[src/rtl/dacr_pkg.sv]
/*
  Constants of the dual-channel converter configuration bank: register
  offsets, reset values, field positions and serial port FSM states.
  Assumes one system clock; serial pins are synchronised on clk_sys inside the bank.
*/
// Summary of operation
// - Unmapped addresses and bits do nothing; addresses read zero, spare setup bits 4:3 and select bits 7 and 3:2 read one
// - Setup register mirrors bit order, soft reset
// - Channel select bits pick local write targets
// - Bit 6 enables both output ports together
// - Transfer bit commits shadow copies to active
// - Local power mode: normal, full down, standby
// - Global bit picks external power-down pin action
// - Clock divide ratio is code plus one
// - Divider phase delays by coded input cycles
// - Local shuffle field, enabled after reset
// - Shadowed registers change nothing until transfer
// - Multi-select read returns channel A copy
// - Global registers ignore the channel bits, except setup, which needs both set
package dacr_pkg;
  // ----------------------------------------------------------------
  // Register offsets
  // ----------------------------------------------------------------
  localparam logic [12:0] ADDR_SETUP = 13'h000;
  localparam logic [12:0] ADDR_CHIP_IDENTIFIER = 13'h001;
  localparam logic [12:0] ADDR_CHAN_SEL = 13'h005;
  localparam logic [12:0] ADDR_POWER = 13'h008;
  localparam logic [12:0] ADDR_CLK_DIV = 13'h00b;
  localparam logic [12:0] ADDR_SHUFFLE = 13'h00c;
  localparam logic [12:0] ADDR_COMMIT = 13'h0ff;
  // ----------------------------------------------------------------
  // Reset values
  // ----------------------------------------------------------------
  localparam logic [7:0] SETUP_RST = 8'h18;
  localparam logic [7:0] CHAN_SEL_RST = 8'hcf;
  localparam logic [7:0] POWER_RST = 8'h00;
  localparam logic [7:0] CLK_DIV_RST = 8'h00;
  localparam logic [7:0] SHUFFLE_RST = 8'h01;
  localparam logic [7:0] COMMIT_RST = 8'h00;
  // ----------------------------------------------------------------
  // Field positions
  // ----------------------------------------------------------------
  localparam int SETUP_LSB_HI = 6;
  localparam int SETUP_LSB_LO = 1;
  localparam int SETUP_SRST_HI = 5;
  localparam int SETUP_SRST_LO = 2;
  localparam int CHSEL_A = 0;
  localparam int CHSEL_B = 1;
  localparam int CHSEL_OUT_EN = 6;
  localparam int POWER_EXT_FN = 5;
  localparam int COMMIT_BIT = 0;
  // Power mode codes
  localparam logic [1:0] PWR_NORMAL = 2'h0;
  localparam logic [1:0] PWR_FULL = 2'h1;
  localparam logic [1:0] PWR_STBY = 2'h2;
  // Frame counts and streaming length code
  localparam logic [3:0] INSTR_LAST = 4'hf;
  localparam logic [3:0] BYTE_LAST = 4'h7;
  localparam logic [1:0] LEN_STREAM = 2'h3;
  // Serial port FSM, Gray along idle-instr-data-done
  typedef enum logic [1:0] {
    ST_IDLE = 2'b00,
    ST_INSTR = 2'b01,
    ST_DATA = 2'b11,
    ST_DONE = 2'b10
  } dacr_state_t;
endpackage : dacr_pkg

[src/rtl/dacr_chan_if.sv]
/*
  Carrier between the serial port core and one channel's local slice.
  Assumes the core gates wr_stb with that channel's select bit.
*/
`timescale 1ns/1ps
interface dacr_chan_if;
  logic wr_stb; // Write to this channel, one cycle
  logic [12:0] addr; // Target offset
  logic [7:0] wdata; // Byte written
  logic commit; // Shadow to active transfer pulse
  logic sreset; // Soft reset pulse
  logic [7:0] power_rd; // Local power field, read view
  logic [7:0] shuffle_rd; // Local shuffle field, read view
  modport ctrl(output wr_stb, addr, wdata, commit, sreset,
               input power_rd, shuffle_rd);
  modport chan(input wr_stb, addr, wdata, commit, sreset,
               output power_rd, shuffle_rd);
endinterface : dacr_chan_if

[src/rtl/dacr_chan_regs.sv]
/*
  One channel's local registers: power mode and shuffle, each with a
  shadow copy written by the host and an active copy used by the core.
  Assumes commit and sreset are single-cycle pulses on clk_sys.
*/
`timescale 1ns/1ps
module dacr_chan_regs (
  // Clock and reset
  input wire logic clk_sys,
  input wire logic reset,
  // Core side
  dacr_chan_if.chan bus,
  // Active settings
  output logic [1:0] pwr_act_r,
  output logic [1:0] shuf_act_r
);
  logic [1:0] pwr_m_r; // Shadow power mode
  logic [1:0] shuf_m_r; // Shadow shuffle mode

  // ----------------------------------------------------------------
  // Shadow copies
  // ----------------------------------------------------------------
  always_ff @(posedge clk_sys or posedge reset) begin
    if (reset) begin
      pwr_m_r <= dacr_pkg::POWER_RST[1:0];
      shuf_m_r <= dacr_pkg::SHUFFLE_RST[1:0];
    end else if (bus.sreset) begin
      pwr_m_r <= dacr_pkg::POWER_RST[1:0];
      shuf_m_r <= dacr_pkg::SHUFFLE_RST[1:0];
    end else if (bus.wr_stb) begin
      // Only selected channels see the strobe
      if (bus.addr == dacr_pkg::ADDR_POWER) begin
        pwr_m_r <= bus.wdata[1:0];
      end
      if (bus.addr == dacr_pkg::ADDR_SHUFFLE) begin
        shuf_m_r <= bus.wdata[1:0];
      end
    end
  end

  // ----------------------------------------------------------------
  // Active copies, moved only by a transfer or a soft reset
  // ----------------------------------------------------------------
  always_ff @(posedge clk_sys or posedge reset) begin
    if (reset) begin
      pwr_act_r <= dacr_pkg::POWER_RST[1:0];
      shuf_act_r <= dacr_pkg::SHUFFLE_RST[1:0];
    end else if (bus.sreset) begin
      pwr_act_r <= dacr_pkg::POWER_RST[1:0];
      shuf_act_r <= dacr_pkg::SHUFFLE_RST[1:0];
    end else if (bus.commit) begin
      pwr_act_r <= pwr_m_r;
      shuf_act_r <= shuf_m_r;
    end
  end

  // Read back the shadow, which is what the host last wrote
  assign bus.power_rd = {6'h00, pwr_m_r};
  assign bus.shuffle_rd = {6'h00, shuf_m_r};

  // ----------------------------------------------------------------
  // Checks
  // ----------------------------------------------------------------
  property p_local_write;
    @(posedge clk_sys) disable iff (reset)
    bus.wr_stb && !bus.sreset && bus.addr == dacr_pkg::ADDR_POWER
      |=> pwr_m_r == $past(bus.wdata[1:0]);
  endproperty
  a_local_write: assert property (p_local_write)
    else $error("Local power write lost");

  property p_shadow_hold;
    @(posedge clk_sys) disable iff (reset)
    !bus.commit && !bus.sreset |=> $stable(pwr_act_r) && $stable(shuf_act_r);
  endproperty
  a_shadow_hold: assert property (p_shadow_hold)
    else $error("Active setting moved without transfer");

  property p_commit_copy;
    @(posedge clk_sys) disable iff (reset)
    bus.commit && !bus.sreset |=> shuf_act_r == $past(shuf_m_r);
  endproperty
  a_commit_copy: assert property (p_commit_copy)
    else $error("Transfer did not copy shuffle");

  c_commit: cover property (@(posedge clk_sys) bus.commit && pwr_m_r != 2'h0);
endmodule : dacr_chan_regs

[src/rtl/dacr_top.sv]
/*
  Configuration bank of a dual-channel converter behind a three-wire
  serial port. Serial pins are asynchronous and are oversampled by
  clk_sys, which must run well above four times the serial clock.
*/
`timescale 1ns/1ps
module dacr_top #(
  parameter logic [7:0] CHIP_IDENTIFIER = 8'h5c // Arbitrary identifier value
) (
  // Clock and reset
  input wire logic clk_sys,
  input wire logic reset,
  // Serial port pins
  input wire logic sclk,
  input wire logic port_select_n,
  input wire logic sdio_i,
  output logic sdio_o,
  output logic sdio_oe_n,
  // External power-down pin
  input wire logic pwrdn_pin,
  // Active settings
  output logic lsb_first,
  output logic out_port_en,
  output logic [2:0] clk_div_ratio,
  output logic [2:0] clk_div_phase,
  output logic [1:0] mode_a,
  output logic [1:0] mode_b,
  output logic [1:0] shuffle_a,
  output logic [1:0] shuffle_b
);
  // ----------------------------------------------------------------
  // Pin synchronisers
  // ----------------------------------------------------------------
  logic sclk_m, sclk_s, sclk_d, cs_m, cs_s, di_m, di_s, pd_m, pd_s;
  always_ff @(posedge clk_sys or posedge reset) begin
    if (reset) begin
      {sclk_m, sclk_s, sclk_d} <= 3'h0;
      {cs_m, cs_s} <= 2'h3; // Deselected
      {di_m, di_s, pd_m, pd_s} <= 4'h0;
    end else begin
      sclk_m <= sclk;
      sclk_s <= sclk_m;
      sclk_d <= sclk_s; // Edge detect compares the second stage with this delayed copy
      cs_m <= port_select_n;
      cs_s <= cs_m;
      di_m <= sdio_i;
      di_s <= di_m;
      pd_m <= pwrdn_pin;
      pd_s <= pd_m;
    end
  end
  logic rise, fall;
  assign rise = sclk_s & ~sclk_d & ~cs_s;
  assign fall = ~sclk_s & sclk_d & ~cs_s;

  // ----------------------------------------------------------------
  // Frame state
  // ----------------------------------------------------------------
  dacr_pkg::dacr_state_t state_r;
  logic [3:0] cnt_r; // Bit within instruction or byte
  logic [15:0] in_sr_r; // Incoming shift register
  logic rd_r; // Frame is a read
  logic [1:0] len_r, bytes_r; // Length code, bytes due after the current one
  logic [12:0] addr_r; // Current offset
  logic [7:0] out_sr_r; // Outgoing byte
  logic [15:0] sr_nxt;
  logic [7:0] byte_in;
  logic [12:0] addr_nxt, look_addr;
  logic [7:0] rd_data;
  logic wr_stb, byte_end, instr_end;

  // Bit order flips the shift direction, so the word layout is fixed
  assign sr_nxt = lsb_first ? {di_s, in_sr_r[15:1]} : {in_sr_r[14:0], di_s};
  assign byte_in = lsb_first ? sr_nxt[15:8] : sr_nxt[7:0];
  assign instr_end = rise && state_r == dacr_pkg::ST_INSTR
                     && cnt_r == dacr_pkg::INSTR_LAST;
  assign byte_end = rise && state_r == dacr_pkg::ST_DATA
                    && cnt_r == dacr_pkg::BYTE_LAST;
  assign wr_stb = byte_end && !rd_r;
  // Address walks up in LSB-first mode and down otherwise
  assign addr_nxt = lsb_first ? addr_r + 13'h0001 : addr_r - 13'h0001;
  assign look_addr = instr_end ? sr_nxt[12:0] : addr_nxt;

  // FSM, counters and address
  always_ff @(posedge clk_sys or posedge reset) begin
    if (reset) begin
      state_r <= dacr_pkg::ST_IDLE;
      cnt_r <= 4'h0;
      in_sr_r <= 16'h0000;
      {rd_r, len_r, bytes_r} <= 5'h00;
      addr_r <= 13'h0000;
    end else if (cs_s) begin
      state_r <= dacr_pkg::ST_IDLE; // Deselect ends any frame
      cnt_r <= 4'h0;
    end else begin
      if (rise) begin
        in_sr_r <= sr_nxt;
        cnt_r <= cnt_r + 4'h1;
      end
      case (state_r)
        dacr_pkg::ST_IDLE: begin
          state_r <= dacr_pkg::ST_INSTR;
        end
        dacr_pkg::ST_INSTR: begin
          if (instr_end) begin
            state_r <= dacr_pkg::ST_DATA;
            cnt_r <= 4'h0;
            rd_r <= sr_nxt[15];
            len_r <= sr_nxt[14:13];
            bytes_r <= sr_nxt[14:13];
            addr_r <= sr_nxt[12:0];
          end
        end
        dacr_pkg::ST_DATA: begin
          if (byte_end) begin
            cnt_r <= 4'h0;
            addr_r <= addr_nxt;
            if (len_r != dacr_pkg::LEN_STREAM && bytes_r == 2'h0) begin
              state_r <= dacr_pkg::ST_DONE;
            end else begin
              bytes_r <= bytes_r - 2'h1;
            end
          end
        end
        dacr_pkg::ST_DONE: begin
          cnt_r <= 4'h0; // Extra clocks are ignored until deselect
        end
        default: begin
          state_r <= dacr_pkg::ST_IDLE;
        end
      endcase
    end
  end

  // ----------------------------------------------------------------
  // Register file
  // ----------------------------------------------------------------
  logic srst_r, commit_r, chan_a_r, chan_b_r, out_en_r;
  logic pd_fn_m_r, pd_fn_r;
  logic [5:0] div_m_r, div_r;
  logic chan_all;
  assign chan_all = chan_a_r & chan_b_r;

  // Setup register: mirrored nibbles, accepted with both channels set
  always_ff @(posedge clk_sys or posedge reset) begin
    if (reset) begin
      lsb_first <= dacr_pkg::SETUP_RST[dacr_pkg::SETUP_LSB_HI];
      srst_r <= 1'b0;
    end else if (srst_r) begin
      lsb_first <= dacr_pkg::SETUP_RST[dacr_pkg::SETUP_LSB_HI];
      srst_r <= 1'b0; // Self-clearing
    end else if (wr_stb && addr_r == dacr_pkg::ADDR_SETUP && chan_all) begin
      // Either mirror copy is honoured
      lsb_first <= byte_in[dacr_pkg::SETUP_LSB_HI]
                   | byte_in[dacr_pkg::SETUP_LSB_LO];
      srst_r <= byte_in[dacr_pkg::SETUP_SRST_HI]
                | byte_in[dacr_pkg::SETUP_SRST_LO];
    end
  end

  // Channel select and transfer strobe; neither is shadowed
  always_ff @(posedge clk_sys or posedge reset) begin
    if (reset) begin
      chan_a_r <= dacr_pkg::CHAN_SEL_RST[dacr_pkg::CHSEL_A];
      chan_b_r <= dacr_pkg::CHAN_SEL_RST[dacr_pkg::CHSEL_B];
      out_en_r <= dacr_pkg::CHAN_SEL_RST[dacr_pkg::CHSEL_OUT_EN];
      commit_r <= dacr_pkg::COMMIT_RST[dacr_pkg::COMMIT_BIT];
    end else if (srst_r) begin
      chan_a_r <= dacr_pkg::CHAN_SEL_RST[dacr_pkg::CHSEL_A];
      chan_b_r <= dacr_pkg::CHAN_SEL_RST[dacr_pkg::CHSEL_B];
      out_en_r <= dacr_pkg::CHAN_SEL_RST[dacr_pkg::CHSEL_OUT_EN];
      commit_r <= 1'b0;
    end else begin
      commit_r <= 1'b0; // Transfer bit clears itself
      if (wr_stb && addr_r == dacr_pkg::ADDR_CHAN_SEL) begin
        chan_a_r <= byte_in[dacr_pkg::CHSEL_A];
        chan_b_r <= byte_in[dacr_pkg::CHSEL_B];
        out_en_r <= byte_in[dacr_pkg::CHSEL_OUT_EN];
      end
      if (wr_stb && addr_r == dacr_pkg::ADDR_COMMIT) begin
        commit_r <= byte_in[dacr_pkg::COMMIT_BIT];
      end
    end
  end
  assign out_port_en = out_en_r; // One bit for both ports

  // Global shadowed fields; channel bits play no part
  always_ff @(posedge clk_sys or posedge reset) begin
    if (reset) begin
      pd_fn_m_r <= dacr_pkg::POWER_RST[dacr_pkg::POWER_EXT_FN];
      pd_fn_r <= dacr_pkg::POWER_RST[dacr_pkg::POWER_EXT_FN];
      div_m_r <= dacr_pkg::CLK_DIV_RST[5:0];
      div_r <= dacr_pkg::CLK_DIV_RST[5:0];
    end else if (srst_r) begin
      pd_fn_m_r <= dacr_pkg::POWER_RST[dacr_pkg::POWER_EXT_FN];
      pd_fn_r <= dacr_pkg::POWER_RST[dacr_pkg::POWER_EXT_FN];
      div_m_r <= dacr_pkg::CLK_DIV_RST[5:0];
      div_r <= dacr_pkg::CLK_DIV_RST[5:0];
    end else begin
      if (wr_stb && addr_r == dacr_pkg::ADDR_POWER) begin
        pd_fn_m_r <= byte_in[dacr_pkg::POWER_EXT_FN];
      end
      if (wr_stb && addr_r == dacr_pkg::ADDR_CLK_DIV) begin
        div_m_r <= byte_in[5:0];
      end
      if (commit_r) begin
        pd_fn_r <= pd_fn_m_r;
        div_r <= div_m_r;
      end
    end
  end
  // Divide by code plus one; phase in input clock cycles
  assign clk_div_ratio = div_r[2:0];
  assign clk_div_phase = div_r[5:3];

  // ----------------------------------------------------------------
  // Channel slices
  // ----------------------------------------------------------------
  dacr_chan_if if_a();
  dacr_chan_if if_b();
  logic [1:0] pwr_a, pwr_b;
  assign if_a.wr_stb = wr_stb && chan_a_r;
  assign if_b.wr_stb = wr_stb && chan_b_r;
  assign {if_a.addr, if_b.addr} = {addr_r, addr_r};
  assign {if_a.wdata, if_b.wdata} = {byte_in, byte_in};
  assign {if_a.commit, if_b.commit} = {commit_r, commit_r};
  assign {if_a.sreset, if_b.sreset} = {srst_r, srst_r};
  dacr_chan_regs u_chan_a (.clk_sys(clk_sys), .reset(reset), .bus(if_a),
    .pwr_act_r(pwr_a), .shuf_act_r(shuffle_a));
  dacr_chan_regs u_chan_b (.clk_sys(clk_sys), .reset(reset), .bus(if_b),
    .pwr_act_r(pwr_b), .shuf_act_r(shuffle_b));

  // Power-down pin overrides the local mode
  always_ff @(posedge clk_sys or posedge reset) begin
    if (reset) begin
      mode_a <= dacr_pkg::PWR_NORMAL;
      mode_b <= dacr_pkg::PWR_NORMAL;
    end else begin
      mode_a <= pd_s ? (pd_fn_r ? dacr_pkg::PWR_STBY : dacr_pkg::PWR_FULL)
                     : pwr_a;
      mode_b <= pd_s ? (pd_fn_r ? dacr_pkg::PWR_STBY : dacr_pkg::PWR_FULL)
                     : pwr_b;
    end
  end

  // ----------------------------------------------------------------
  // Read path
  // ----------------------------------------------------------------
  logic sel_a;
  assign sel_a = chan_a_r | ~chan_b_r; // A wins when both set
  always_comb begin
    case (look_addr)
      dacr_pkg::ADDR_SETUP: rd_data = {1'b0, lsb_first, 1'b0, 2'h3,
                                       1'b0, lsb_first, 1'b0};
      dacr_pkg::ADDR_CHIP_IDENTIFIER: rd_data = CHIP_IDENTIFIER;
      dacr_pkg::ADDR_CHAN_SEL: rd_data = {1'b1, out_en_r, 2'h0, 2'h3,
                                          chan_b_r, chan_a_r};
      dacr_pkg::ADDR_POWER: rd_data = {2'h0, pd_fn_m_r, 5'h00}
        | (sel_a ? if_a.power_rd : if_b.power_rd);
      dacr_pkg::ADDR_CLK_DIV: rd_data = {2'h0, div_m_r};
      dacr_pkg::ADDR_SHUFFLE: rd_data = sel_a ? if_a.shuffle_rd
                                              : if_b.shuffle_rd;
      dacr_pkg::ADDR_COMMIT: rd_data = {7'h00, commit_r};
      default: rd_data = 8'h00; // Unmapped reads as zero
    endcase
  end

  // Out bits change on falling serial edges; pin driven only in reads
  always_ff @(posedge clk_sys or posedge reset) begin
    if (reset) begin
      out_sr_r <= 8'h00;
      sdio_o <= 1'b0;
      sdio_oe_n <= 1'b1;
    end else if (cs_s) begin
      sdio_oe_n <= 1'b1;
    end else if ((instr_end && sr_nxt[15]) || (byte_end && rd_r)) begin
      out_sr_r <= rd_data;
    end else if (fall && state_r == dacr_pkg::ST_DATA && rd_r) begin
      sdio_o <= lsb_first ? out_sr_r[0] : out_sr_r[7];
      out_sr_r <= lsb_first ? {1'b0, out_sr_r[7:1]} : {out_sr_r[6:0], 1'b0};
      sdio_oe_n <= 1'b0;
    end
  end

  // ----------------------------------------------------------------
  // Checks
  // ----------------------------------------------------------------
  property p_setup_mirror;
    @(posedge clk_sys) disable iff (reset)
    wr_stb && chan_all && addr_r == dacr_pkg::ADDR_SETUP && byte_in[1]
      && !srst_r |=> lsb_first;
  endproperty
  a_setup_mirror: assert property (p_setup_mirror)
    else $error("Low mirror bit did not set bit order");

  property p_srst_defaults;
    @(posedge clk_sys) disable iff (reset)
    srst_r |=> !srst_r && chan_a_r && chan_b_r && out_en_r && !lsb_first;
  endproperty
  a_srst_defaults: assert property (p_srst_defaults)
    else $error("Soft reset did not restore defaults");

  property p_commit_once;
    @(posedge clk_sys) disable iff (reset)
    commit_r |=> !commit_r;
  endproperty
  a_commit_once: assert property (p_commit_once)
    else $error("Transfer bit did not clear");

  property p_div_commit;
    @(posedge clk_sys) disable iff (reset)
    commit_r && !srst_r |=> div_r == $past(div_m_r);
  endproperty
  a_div_commit: assert property (p_div_commit)
    else $error("Divider not committed");

  property p_ext_pd;
    @(posedge clk_sys) disable iff (reset)
    pd_s && !pd_fn_r |=> mode_a == dacr_pkg::PWR_FULL
                         && mode_b == dacr_pkg::PWR_FULL;
  endproperty
  a_ext_pd: assert property (p_ext_pd)
    else $error("Pin power-down not forced");

  property p_unmapped;
    @(posedge clk_sys) disable iff (reset)
    look_addr == 13'h0002 |-> rd_data == 8'h00;
  endproperty
  a_unmapped: assert property (p_unmapped)
    else $error("Unmapped address read nonzero");

  c_read: cover property (@(posedge clk_sys) !sdio_oe_n);
  c_stream: cover property (@(posedge clk_sys) byte_end
                            && len_r == dacr_pkg::LEN_STREAM);
  c_srst: cover property (@(posedge clk_sys) srst_r);
endmodule : dacr_top

[config.mk]
export PLATFORM = sky130hd
export DESIGN_NAME = dacr_top
export DESIGN_NICKNAME = d
export VERILOG_FILES = /design/src/rtl/dacr_pkg.sv /design/src/rtl/dacr_chan_if.sv /design/src/rtl/dacr_chan_regs.sv /design/src/rtl/dacr_top.sv
export SDC_FILE = /design/constraint.sdc
export NUM_CORES = 1
export LEC_CHECK = 0
export ABC_AREA = 1
export BUFFER_PORTS_ARGS = -buffer_cell sky130_fd_sc_hd__buf_2
export CAP_MARGIN = 20
export CORE_MARGIN = 10
export CORE_UTILIZATION = 38
export DETAILED_ROUTE_END_ITERATION = 10
export PLACE_DENSITY = 0.52
export SLEW_MARGIN = 25
export SYNTH_ARGS = -nofsm -noshare
export SYNTH_HDL_FRONTEND = slang
export SYNTH_SLANG_ARGS = --single-unit
[constraint.sdc]
create_clock -name clk_sys -period 4.3 [get_ports clk_sys]
set_input_delay 0.215 -clock clk_sys [delete_from_list [all_inputs] [get_ports clk_sys]]
set_output_delay 0.215 -clock clk_sys [all_outputs]
set_load 0.05 [all_outputs]
==> flow_summary.yaml <==
cts:
  clkSinkCount: 99
  cts_tree: "yes"
  h-tree-depth: 3
  post_cts_buffers: 0
  cts_made_buffers: 9
  cts_buffer_depth: 2
  cts_resized: 0
  clk_pin_slew_worst_paths_ps: 70
  insertion_delay_ps: 350
  clockRootBuffer: "clkbuf_16"
  hold_buffers: 4
placement:
  port_buffers: 23
  gp_congestion: 0.886
  place_ws_ps: 798
  hpwl_um: 12600
sta:
  finalClockSkew_ps: 8.99
  tightest_slew_ps: 915
  final-hold-violation-count: 0
  max_slew_margin_pct: 38.5
  fin_ws_ps: 764
  clock.fmax_mhz: 283
  finalCriticalPeriod_ps: 3540
  rsz0062_at_grt: "no"
  setup_viol: 0
  setup-tns-final_ps: 0
  hold_slack_ps: 36.3
  slew_viol_final: 0
  fin_crit_sh_pct: 82.2
floorplanning:
  core-area_mm2: 0.0153
  num_rows: 45
  die_h_um: 145
  initial_core_util_pct: 39.0
  dieArea_mm2: 0.0211
  fp.dieW_um: 145
  num_io_pins: 24
critical_path:
  worst_setup_path_end_kind: "register"
  worstPathArrival_ps: 3830
  critPathLaunchType: "register"
  crit_fanout: 23
  crit_chain: "ha_1 -> inv_1 -> nor3_1 -> inv_1 -> nand2_1 -> nand3_1 -> inv_1 -> o21ai_0 -> a31oi_1 -> a21o_1"
  slowest_stage: "ha_1"
  crit_path_max_incr_delay_ps: 560
  critPathKind: "register to register"
  cpMostUsedCell: "inv_1"
  critPathRequiredTime_ps: 4590
pwr:
  total_leakage_power_nw: 3.35
  vdd_drop_max_uv: 281
  finalPower_mw: 3.84
  p_sw_mw: 1.82
  pwr-share-clk_pct: 20.8
  cell_internal_pwr_mw: 2.02
  powerDensity_mw_per_mm2: 582
  sw_frac_of_total_pct: 47.5
  p_comb_share_pct: 50.8
  seqPwrFrac_pct: 28.3
logic_synthesis:
  ys_seq_elements: 99
  yosys.area_share.simple_pct: 30.3
  netlist_area_mm2: 0.00595
  muxShareOfSynthArea_pct: 0
  yosysSeqAreaShare_pct: 41.8
  synth-compound-area-share_pct: 15.2
  postSynthAreaPerCell_um2: 7.21
  synth_fa_ha_area_share_pct: 3.70
  yosysUniqueCellTypes: 48
  synth_top_family_by_area: "simple AND/OR/NAND/NOR gates"
  syn_nets: 848
  synth_warnings: 0
  synth_cells: 825
  synth_xor_area_share_pct: 0.294
layout:
  diodes: 0
  area_growth_pct: 11.0
  fin_nets: 870
  drive_gt1_share_pct: 10.1
  fin_util_pct: 43.3
detailed_routing:
  via_per_inst: 5.13
  vias: 5448
  first_pass_iters: 5
  ant_nets: 0
  drtIter0Drc: 408
  totalWireLength_um: 16500
  wl_per_cell_um: 15.5
  drc_errors: 0
global_route:
  grt_max_degree: 67
  grt_pass1_wl_um: 27300
  antenna_found_initial: 0
  grt_pass1_vias: 5276
  track_usage_pct: 15.6
  overflow: 0
worst_hold_path:
  min_path_type: "primary input to asynchronous set/reset pin"
run_status:
  outcome: "finished clean"
run:
  maxCapViolCount: 0
==> flip-flops by register name, indices dropped and copies added, names as in the netlist, 4 cells and up <==
signal and flops:
in_sr_r 16, addr_r 13, out_sr_r 8, div_r 6, cnt_r 4, div_m_r 6
==> path summary, 6_finish.rpt <==
kind	startpoint	to	slack [ps]	cells past startpoint
min in group clk_sys	pd_m	pd_s	350	0
max	state_r[0]	addr_r[8]	760	10
min	reset	u_chan_a.pwr_m_r[1]	40	2
max in group asynchronous	reset	cs_m	3240	3
max reg2reg	state_r[0]	addr_r[8]	760	10
min reg2reg	pd_m	pd_s	350	0
==> critical path: cells and delay by family (launching register included) <==
family	cells	cell delay, ps
compound gates	3	500
simple gates	3	870
flops	1	370
fa+ha+maj	1	560
buf+inv	3	1150
==> through the flow <==
stage               instance area, µm²  instances
finish                            6610       1063
global route                      6610       1063
CTS                               6600       1063
detailed placement                6270       1043
global placement                  6270       1043
floorplan                         5950        825
==> area by class of cell <==
type | count | area [µm²]
clock buffer | 11 | 243
inverter | 111 | 419
clock inverter | 5 | 45.0
timing repair buffer | 32 | 193
multi-input combinational | 594 | 2950
tap | 211 | 264
fill | 1601 | 8650
sequential | 99 | 2490
==> logic make-up after synthesis <==
logic type / after synthesis
AO/OA/AOI/OAI: 162
XOR/XNOR: 2
adder cells (fa/ha/maj): 17
buffers and inverters: 132
flip-flops: 99
AND/OR/NAND/NOR: 413
==> routing by layer <==
metal  wire length [µm]  share of wire (%)  track usage [%]
met1               7670                 46             21.2
met2               7600                 46             24.5
met3                889                5.4             2.76
met4                344                2.1             5.36
met5                  0                  0                0
==> power by group through the flow <==
stage | Clock (mW) | Combinational [mW] | Sequential, mW
6_report | 0.801 | 1.95 | 1.09
5_1_grt | 0.865 | 2.20 | 1.10
4_1_cts | 0.820 | 1.92 | 1.09
3_5_place_dp | 0 | 1.91 | 1.11
3_3_place_gp | 0 | 1.90 | 1.10
2_1_floorplan | 0 | 1.48 | 1.07
==> cell usage in the layout (no fill, tap or decap), drive strengths merged, types with 2 or more instances in the layout <==
| cell type | Yosys | layout |
|---|---|---|
| clkbuf | 13 | 11 |
| xor2 | 2 | 2 |
| dlygate4sd3 | 0 | 4 |
| nand2 | 255 | 255 |
| o211ai | 4 | 4 |
| dfrtp | 89 | 89 |
| nand3b | 2 | 2 |
| a21oi | 40 | 40 |
| buf | 8 | 28 |
| nor4 | 5 | 5 |
| nor3 | 11 | 11 |
| nand4 | 9 | 9 |
| inv | 110 | 113 |
| clkinv | 1 | 2 |
| o21ai | 96 | 96 |
| ha | 16 | 16 |
| dfstp | 10 | 10 |
| a31oi | 5 | 5 |
| o31ai | 6 | 6 |
| nor2 | 64 | 64 |
| nand3 | 59 | 59 |
| or2 | 5 | 5 |
| o22ai | 5 | 5 |
==> synth_stat cells (all sizes together) <==
cell type | instances | area share (%)
nand2 | 255 | 16
o31ai | 6 | 0.84
and2 | 1 | 0.11
nor3 | 11 | 1.3
inv | 110 | 6.9
ha | 16 | 3.4
o22a | 1 | 0.15
clkbuf | 13 | 0.82
a22o | 1 | 0.15
or2 | 5 | 0.53
a31oi | 5 | 0.53
nor4 | 5 | 0.53
fa | 1 | 0.34
a22oi | 1 | 0.13
clkinv | 1 | 0.063
dfrtp | 89 | 37
o21ai | 96 | 8.1
or3 | 1 | 0.19
xor2 | 2 | 0.29
o211ai | 4 | 0.50
nor2 | 64 | 4.4
a211oi | 1 | 0.13
a21boi | 1 | 0.13
nand3 | 59 | 5.6
a21oi | 40 | 3.9
dfstp | 10 | 4.4
and3 | 1 | 0.11
nand4 | 9 | 1.2
a21o | 1 | 0.13
nand3b | 2 | 0.25
o22ai | 5 | 0.53
buf | 8 | 0.80
Power figures use the tool's default switching activity.
